File: config.mk
export PLATFORM = sky130hd
export DESIGN_NAME = rcjl_unit
export DESIGN_NICKNAME = d
export VERILOG_FILES = /design/src/verilog/rcjl_pkg.sv /design/src/verilog/rcjl_unit.sv /design/src/verilog/rcjl_decode.sv
export SDC_FILE = /design/constraint.sdc
export NUM_CORES = 1
export LEC_CHECK = 0
export ABC_CLOCK_PERIOD_IN_PS = 2300
export CORE_ASPECT_RATIO = 1.5
export CORE_MARGIN = 2
export CORE_UTILIZATION = 50
export CTS_CLUSTER_DIAMETER = 40
export CTS_CLUSTER_SIZE = 12
export DETAILED_ROUTE_END_ITERATION = 16
export DONT_BUFFER_PORTS = 1
export PLACE_DENSITY = 0.78
export SYNTH_ARGS = -nofsm -noshare
export SYNTH_HDL_FRONTEND = slang
export SYNTH_SLANG_ARGS = --single-unit
File: constraint.sdc
create_clock -name clock -period 2.3 [get_ports clock]
set_input_delay 0.345 -clock clock [delete_from_list [all_inputs] [get_ports clock]]
set_output_delay 0.345 -clock clock [all_outputs]
set_load 0.02 [all_outputs]
File: src/verilog/rcjl_pkg.sv
// rcjl_pkg: encodings, field positions and carrier structs for the compact register call unit
// assumes a 64-bit general register file and 32-bit instruction words
package rcjl_pkg;
	localparam int XLEN = 64;
	localparam int OP_MSB = 31;
	localparam int OP_LSB = 26;
	localparam int LINK_MSB = 25;
	localparam int LINK_LSB = 21;
	localparam int TGT_MSB = 20;
	localparam int TGT_LSB = 16;
	localparam int MINOR_MSB = 15;
	localparam int MINOR_LSB = 6;
	localparam int FUNC_MSB = 5;
	localparam int FUNC_LSB = 0;
	localparam logic [5:0] MAJOR_GROUP_CODE = 6'h00;
	localparam logic [5:0] MINOR_FUNCTION_GROUP = 6'h3c;
	localparam logic [9:0] MINOR_CALL = 10'h03c;
	localparam logic [9:0] MINOR_CALL_BARRIER = 10'h07c;
	localparam logic [4:0] LINK_DEFAULT = 5'h1f;
	localparam logic [4:0] ZERO_REG = 5'h00;
	localparam logic [63:0] RETURN_STEP = 64'h4;
	localparam logic [63:0] PC_RESET = 64'h0;
	localparam logic [3:0] DRAIN_CYCLES = 4'h2;

	typedef struct packed {
		logic valid;
		logic [31:0] word;
		logic [63:0] pc;
		logic [63:0] target_value;
	} rcjl_issue_t;

	typedef struct packed {
		logic valid;
		logic [63:0] addr;
		logic mode;
		logic addr_error;
	} rcjl_redirect_t;

	typedef struct packed {
		logic valid;
		logic [4:0] index;
		logic [63:0] data;
	} rcjl_link_t;
endpackage

File: src/verilog/rcjl_unit.sv
// rcjl_unit: execution of the compact register call and its hazard-barrier form
// assumes decode presents one issue per cycle with the target register already read,
// and that the coprocessor-0 pipeline reports its outstanding writes as a level
`timescale 1ns/1ps
// Behaviour
// RULE1 - the plain compact call is recognised by major group, minor code and function fields.
// RULE2 - the barrier form is recognised by the same group and function with its own minor code.
// RULE3 - without the 32-bit mode a target bit 0 of zero flags an address error at target fetch, else bit 0 is cleared.
// RULE4 - with both modes the mode bit comes from target bit 0, bit 0 is cleared, and mode 0 needs 4-byte alignment.
// RULE5 - the jump's own address plus 4 is written to the register named by the link field.
// RULE6 - an omitted link register is carried as register 31 and the link goes there.
// RULE7 - no delay slot: younger instructions already fetched are discarded.
// RULE8 - the plain jump is the call with link register 0, whose write is dropped.
// RULE9 - a mode-0 target with address bit 1 set errors at target fetch, not at the jump.
// RULE10 - any instruction may follow the jump with no special handling.
// RULE11 - the barrier makes the target fetch and decode see all earlier coprocessor-0 changes.
// RULE12 - the barrier is accepted in every mode with no coprocessor-0 access check.
// RULE13 - the barrier stalls until coprocessor-0 writes have settled, then redirects fetch.
module rcjl_unit (
	// clock and reset
	input wire logic clock,
	input wire logic rst,
	// configuration
	input wire logic has_word_mode,
	// issue from decode
	input wire rcjl_pkg::rcjl_issue_t issue,
	output logic [4:0] target_index,
	// coprocessor-0 state
	input wire logic cp0_writes_pending,
	// results
	output rcjl_pkg::rcjl_link_t link_q,
	output rcjl_pkg::rcjl_redirect_t redirect_q,
	output logic flush_q,
	output logic stall_q,
	output logic mode_q
);
	typedef enum logic [1:0] {RCJL_IDLE, RCJL_DRAIN, RCJL_FIRE} rcjl_state_t;

	logic is_call;
	logic is_barrier;
	logic [4:0] link_index;
	logic take;
	logic [63:0] tgt_addr;
	logic tgt_mode;
	logic tgt_err;
	rcjl_state_t state_q;
	logic [3:0] drain_q;
	logic [63:0] hold_addr_q;
	logic hold_mode_q;
	logic hold_err_q;

	rcjl_decode u_decode (
		.word(issue.word),
		.is_call(is_call),
		.is_barrier(is_barrier),
		.link_index(link_index),
		.target_index(target_index)
	);

	// a new jump is only taken while idle; during a barrier the stall holds decode
	assign take = issue.valid && (is_call || is_barrier) && (state_q == RCJL_IDLE); // [RULE12]

	always_comb begin
		tgt_addr = {issue.target_value[63:1], 1'b0}; // [RULE3] [RULE4]
		if (has_word_mode) begin
			tgt_mode = issue.target_value[0]; // [RULE4]
			// the error travels with the redirect so fetch raises it, not the jump
			tgt_err = !issue.target_value[0] && issue.target_value[1]; // [RULE4] [RULE9]
		end else begin
			tgt_mode = 1'b1;
			tgt_err = !issue.target_value[0]; // [RULE3]
		end
	end

	// link write: the zero register swallows the write for the plain jump
	always_ff @(posedge clock) begin
		if (rst) begin
			link_q <= '0;
		end else begin
			link_q.valid <= take && (link_index != rcjl_pkg::ZERO_REG); // [RULE8]
			link_q.index <= link_index; // [RULE6]
			link_q.data <= issue.pc + rcjl_pkg::RETURN_STEP; // [RULE5]
		end
	end

	// barrier sequencer: drain, then wait on coprocessor-0 writes, then redirect
	always_ff @(posedge clock) begin
		if (rst) begin
			state_q <= RCJL_IDLE;
			drain_q <= '0;
		end else begin
			unique case (state_q)
				RCJL_IDLE: begin
					if (take && is_barrier) begin
						state_q <= RCJL_DRAIN; // [RULE13]
						drain_q <= rcjl_pkg::DRAIN_CYCLES;
					end
				end
				RCJL_DRAIN: begin
					if (drain_q != 4'h0) begin
						drain_q <= drain_q - 4'h1;
					end else if (!cp0_writes_pending) begin
						state_q <= RCJL_FIRE; // [RULE11] [RULE13]
					end
				end
				RCJL_FIRE: begin
					state_q <= RCJL_IDLE;
				end
			endcase
		end
	end

	always_ff @(posedge clock) begin
		if (rst) begin
			hold_addr_q <= rcjl_pkg::PC_RESET;
			hold_mode_q <= 1'b0;
			hold_err_q <= 1'b0;
		end else if (take) begin
			hold_addr_q <= tgt_addr;
			hold_mode_q <= tgt_mode;
			hold_err_q <= tgt_err;
		end
	end

	// redirect: plain call at once, barrier only after the drain
	always_ff @(posedge clock) begin
		if (rst) begin
			redirect_q <= '0;
		end else if (take && is_call) begin
			redirect_q.valid <= 1'b1;
			redirect_q.addr <= tgt_addr;
			redirect_q.mode <= tgt_mode;
			redirect_q.addr_error <= tgt_err; // [RULE9]
		end else if (state_q == RCJL_FIRE) begin
			redirect_q.valid <= 1'b1; // [RULE13]
			redirect_q.addr <= hold_addr_q;
			redirect_q.mode <= hold_mode_q;
			redirect_q.addr_error <= hold_err_q;
		end else begin
			redirect_q.valid <= 1'b0;
		end
	end

	// younger work is flushed with the jump; nothing else about the next slot is special
	always_ff @(posedge clock) begin
		if (rst) begin
			flush_q <= 1'b0;
		end else begin
			flush_q <= take; // [RULE7] [RULE10]
		end
	end

	always_ff @(posedge clock) begin
		if (rst) begin
			stall_q <= 1'b0;
		end else begin
			stall_q <= (take && is_barrier) || (state_q == RCJL_DRAIN); // [RULE11]
		end
	end

	// active mode follows each redirect; a cpu without the word mode stays in the compact one
	always_ff @(posedge clock) begin
		if (rst) begin
			mode_q <= 1'b1;
		end else if (take && is_call) begin
			mode_q <= tgt_mode; // [RULE4]
		end else if (state_q == RCJL_FIRE) begin
			mode_q <= hold_mode_q;
		end
	end
endmodule

File: src/verilog/rcjl_decode.sv
// rcjl_decode: combinational recogniser for the two compact register call encodings
// assumes the instruction word is stable while valid is high
`timescale 1ns/1ps
module rcjl_decode (
	// instruction in
	input wire logic [31:0] word,
	// decode results
	output logic is_call,
	output logic is_barrier,
	output logic [4:0] link_index,
	output logic [4:0] target_index
);
	logic group_ok;
	assign group_ok = (word[rcjl_pkg::OP_MSB:rcjl_pkg::OP_LSB] == rcjl_pkg::MAJOR_GROUP_CODE) &&
		(word[rcjl_pkg::FUNC_MSB:rcjl_pkg::FUNC_LSB] == rcjl_pkg::MINOR_FUNCTION_GROUP);
	assign is_call = group_ok &&
		(word[rcjl_pkg::MINOR_MSB:rcjl_pkg::MINOR_LSB] == rcjl_pkg::MINOR_CALL); // [RULE1]
	assign is_barrier = group_ok &&
		(word[rcjl_pkg::MINOR_MSB:rcjl_pkg::MINOR_LSB] == rcjl_pkg::MINOR_CALL_BARRIER); // [RULE2]
	// register 31 arrives from the assembler when the link is omitted; register 0 is the plain jump
	assign link_index = word[rcjl_pkg::LINK_MSB:rcjl_pkg::LINK_LSB]; // [RULE6] [RULE8]
	assign target_index = word[rcjl_pkg::TGT_MSB:rcjl_pkg::TGT_LSB];
endmodule

# == Yosys cells after proc, flatten, opt, wreduce, memory -nomap -nowiden ==
# Cells that the tools add are included.
# totals
ff_bits,210
inputBits,165
output_inout_bits,145
# classes
addsub,2
eq_ne,9
n_mux,14
reduce_logical,20
# op_table
operator,count
67-bit 2-to-1 mux,1
66-bit 2-to-1 mux,1
"64-bit by 3-bit adder with 64-bit output, second input constant",1
"10-bit by 6-bit equality test with 1-bit output, second input constant",1
"10-bit by 7-bit equality test with 1-bit output, second input constant",1
1-bit logical AND,9
4-bit 2-to-1 mux,2
4-bit case mux with 2 select lines,1
"6-bit equality test, second input constant",1
6-bit zero test,1
2-bit 2-to-1 mux,3
"2-bit != test, second input constant",3
2-bit case mux with 3 select lines,1
3-bit AND reduction,2
1-bit 2-to-1 mux,5
5-bit nonzero test,1
2-bit nonzero test,2
4-bit nonzero test,1
"4-bit by 1-bit subtractor with 4-bit output, second input constant",1
"2-bit by 1-bit equality test with 1-bit output, second input constant",1
"2-bit equality test, second input constant",1
2-bit zero test,1
1-bit logical OR,2
"2-bit by 1-bit != test with 1-bit output, second input constant",1
1-bit zero test,1

# == Logic depth before layout (Yosys ltp) ==
# depth
ltp_word,9
ltp_mapped,9

# == Cells and area by module ==
# A second synthesis with hierarchy kept.
# hier_totals
cells_unflattened,1023
area_unflattened_um2,8812.2
# modules_own_cells
module,instances,cells_each,area_per_inst_um2
rcjl_unit,1,1003,8664.6
rcjl_decode,1,20,147.6

# == Worst setup path before layout ==
# OpenSTA, ideal clock, no wires.
# synth_path
path_kind,input-to-reg
start,input port issue[141] in the netlist's numbering
end,register redirect_q[57] in the netlist's numbering
arrival_ns,2.022
path_slack_ns,0.141
stages,7
path_buffers,2
cell_sequence,or4b_1 > nor4_4 > nand3_1 > clkbuf_1 > clkbuf_1 > nor2_1 > a211oi_1
# synth_via
elab_chain_len,7
word_cells_on_any_way,10
cone_classes,2 x eq/ne; 1 x mux; 7 x reduce/logical
# synth_lines
item,line,text
"start, declared",rcjl_unit.sv:26,"input wire rcjl_pkg::rcjl_issue_t issue,"
10-bit by 6-bit equality test with 1-bit output / 10-bit by 7-bit equality test with 1-bit output (equally long branches),"rcjl_decode.sv:17, rcjl_decode.sv:19",
1-bit logical AND (on tied branches),"rcjl_decode.sv:16, rcjl_decode.sv:18",
1-bit logical OR,rcjl_unit.sv:61,assign take = issue.valid && (is_call || is_barrier) && (state_q == RCJL_IDLE);
1-bit logical AND (2 in series),rcjl_unit.sv:61,
1-bit logical AND *,rcjl_unit.sv:129,end else if (take && is_call) begin
67-bit 2-to-1 mux / 2-bit nonzero test (equally long branches),--,
"end, declared",rcjl_unit.sv:32,"output rcjl_pkg::rcjl_redirect_t redirect_q,"
# Mark *: on every way between the ends. The rest lies on a longest branch, timed or not.
# A chain may end at the register's enable or synchronous reset.

# == Final worst setup path ==
# layout_path
start,input port issue[66] in the netlist's numbering
end,register link_q[44] in the netlist's numbering
# layout_via
elab_chain_len,1
# layout_lines
item,line,text
64-bit by 3-bit adder with 64-bit output,rcjl_unit.sv:82,link_q.data <= issue.pc + rcjl_pkg::RETURN_STEP;
"end, declared",rcjl_unit.sv:31,"output rcjl_pkg::rcjl_link_t link_q,"
# No other way between the ends.

==> results.md <==
- Net switching power: 1690 uW
- Cell-internal power: 5850 uW
- I/O pin total: 310
- Area Growth Syn to Fin: 19.0%
- Core Area: 17300 um2
- Yosys reg bits: 210
- I/O Buffers: 0
- RSZ-0062 raised after global routing: false
- Via density: 5.81
- Hold Path Stages: 1
- Vias: 7392
- Pin count of the biggest net entering global routing: 209
- Sequential share of power: 50.9%
- Net count, final: 1222
- Most used flip-flop cell after synthesis: dfxtp_1
- Std cell rows: 59
- Maximum buffer depth of the clock tree: 3
- Clock Tree Root: clkbuf_16
- Critical Path AT: 2620 ps
- CP Class: primary input to flip-flop
- Synth cell types: 54
- Mean area per synthesized cell: 8.77 um2
- Post-Route WL: 23700 um
- Comb pwr share: 4.6%
- Maximum fanout along the worst path: 19
- Critical path required time: 2700 ps
- Worst R2R Start: state_q[1]
- Synth Cell Area: 8760 um2
- Crit path time final: 2230 ps
- Synth area leaders: dfxtp_1 (48%), mux2i_1 (7.4%), nand2_1 (6.6%)
- Num CTS Buffers: 23
- Sequential area share after synthesis: 48.0%
- Clock sink count: 210
- Final Cycle Share: 96.8%
- Setup crit start kind: primary input
- Final hold viol count: 135
- Leakage: 0.00359 uW
- CP endpoint kind: flip-flop
- CTS Hold Buffers Added: 70
- Final Core Density: 60.3%
- Wirelength per Cell: 18.6 um
- RR Endpoint: drain_q[2]
- Max VDD drop: 640 uV
- Mapped Nets: 1169
- Hpwl dp: 15400 um
- GR Overflow Total: 0
- Rel. slew slack: 66.4%
- Initial antenna violation count: 0
- Initial DRC Count: 574
- Max_cap viols: 0
- Initial Utilization: 50.7%
- DRT antenna net count: 0
- Reg-to-reg slack, setup: 210 ps
- Share of cells above drive strength 1: 8.12%
- WHS: -92.7 ps
- Min-delay worst type: primary input to flip-flop
- CTS tree: built
- Sw Share: 22.4%
- Outcome: complete, but fails checks
- Worst R2R Path Depth: 8
- Hold Path Origin: rst
- Clock latency on the worst-skew pair: 500 ps
- Vias in the first global route: 7411
- Async set-or-reset flop fraction in the synthesized netlist: 0%
- Highest Clock Rate: 0.449 GHz
- Slew @ Worst Pin: 502 ps
- Power per cell area: 724 nW/um2
- First-pass GRT wire length: 37600 um
- Worst hold endpoint: hold_addr_q[3]
- # DRC: 0
- Antenna Cells: 0
- DIE HEIGHT: 166 um
- Clock skew: 14.4 ps
- Drt pass-1 iters: 5
- GPL Wtd Cong: 0.827
- Violated checks: negative hold slack
- H-tree depth: 1
- Max-slew violations: 0
- Clk pwr share: 44.5%
- Synth area leader: dfxtp_1
- Synth warnings: 0
- Post-synth EDFFs: 0
- Mapped Cells: 998
- Place WS: -14.5 ps
- Die width: 112 um
- Final worst setup slack: 72.6 ps
- Share of the synthesized area in the top cell type: 48.0%
- Worst-path clk slew: 60 ps
- Gr usage total: 24.2%
- Setup violations, final: 0
- Die ar.: 18600 um2
[how the worst max path moves through the flow]
stage / cells after the start / to / startpoint
3_5_place_dp: 6 / link_q[62] / issue[66]
4_1_cts: 7 / link_q[60] / issue[66]
6_report: 8 / link_q[44] / issue[66]
3_3_place_gp: 6 / link_q[62] / issue[66]
2_1_floorplan: 7 / redirect_q[57] / issue[141]
5_1_grt: 7 / link_q[58] / issue[66]
[synthesized netlist by cell type (3+ instances only)]
cell type and instances:
nor2b_1 9, inv_1 15, dfxtp_1 210, a21oi_1 92
buf_2 13, a211oi_1 65, nor2_1 112, xor2_1 18
and3_1 7, nand2_1 153, ha_1 6, nor4_1 8
o31ai_1 10, xnor2_1 20, or4_1 12, nand4_1 18
clkbuf_1 53, or4_4 4, nand3_1 22, mux2i_1 65
buf_4 6, o21ai_0 13, nor3_1 9, or3_1 11
and4_1 9, and2_1 3
[cells in the final DEF, fill, tap and decap left out, drive strengths merged, types with 3 or more instances in the layout]
| master | count |
|---|---|
| o21ai | 13 |
| ha | 6 |
| clkbuf | 28 |
| inv | 17 |
| nor4 | 11 |
| and3 | 7 |
| and2 | 3 |
| xnor2 | 20 |
| or3 | 11 |
| nand4 | 19 |
| a21oi | 92 |
| a211oi | 65 |
| nor2 | 112 |
| buf | 34 |
| mux2i | 65 |
| nand3 | 24 |
| nand2 | 153 |
| and4 | 9 |
| or4 | 16 |
| xor2 | 18 |
| nor2b | 9 |
| nor3 | 9 |
| dlygate4sd3 | 70 |
| o31ai | 10 |
| dfxtp | 210 |
[sequential cells by signal, indices dropped and copies added (netlist names)]
signal       flops
redirect_q      66
link_q          70
hold_addr_q     63
stall_q          1
state_q          2
hold_err_q       1
drain_q          4
flush_q          1
mode_q           1
hold_mode_q      1
[power by group through the flow]
stage	Clock, uW	Sequential [uW]	Combinational, uW
2_1_floorplan	0	3900	262
3_3_place_gp	0	3920	241
3_5_place_dp	0	3920	248
4_1_cts	3440	3840	337
5_1_grt	3570	3850	380
6_report	3360	3840	345
[through the flow]
step	instances	instance area (um2)	hold slack [ps]	setup TNS (ps)	total power, uW
final	1272	10400	-92.7	0	7540
after global routing	1272	10400	-109	0	7800
after CTS	1271	10400	-101	0	7610
after detailed placement	1168	9030	425	-14.5	4170
after global placement	1168	9030	424	-11.0	4160
after floorplan	998	8760	417	0	4160
[critical path, stage by stage]
cell and delay, ps:
ha_1 150, nand4_1 200, or4_1 600, buf_6 190, nor4_1 350, xnor2_1 180, nor2_1 60, dlygate4sd3_1 540
[layer usage]
layer	up-vias	part of all wire, %	track usage [%]	wire (um)
li1	3565	-	-	-
met1	3456	36	26.1	8560
met2	309	51	43.5	12000
met3	62	9.9	8.21	2350
met4	0	3.4	8.96	804
met5	-	0	0	0
[repair_timing]
| item | 4_1_cts | 5_1_grt |
|---|---|---|
| endpoints found under the setup margin | 0 | 12 |
| resized for setup | 0 | 3 |
| setup buffers | 0 | 1 |
| hold endpoints to repair | 204 | 135 |
[logic make-up (layout without fill, tap and decap cells)]
logic type / after synthesis / count (layout) / synth area share, %
AND/OR/NAND/NOR: 395 / 395 / 21.8
adder cells (fa/ha/maj): 6 / 6 / 0.857
multiplexers: 67 / 67 / 7.69
buffers and inverters: 91 / 152 / 4.46
flip-flops: 210 / 210 / 48.0
AO/OA/AOI/OAI: 190 / 190 / 13.3
other: 1 / 1 / 0.0428
XOR/XNOR: 38 / 38 / 3.80
[final cells by class]
| class | count | area [um2] |
|---|---|---|
| Clock inverter | 5 | 38.8 |
| Inverter | 15 | 56.3 |
| Fill cell | 1434 | 6850 |
| Tap cell | 213 | 267 |
| Clock buffer | 28 | 634 |
| Multi-Input combinational cell | 697 | 4200 |
| Timing Repair Buffer | 104 | 1020 |
| Sequential cell | 210 | 4200 |
Power figures use the tool's default switching activity.
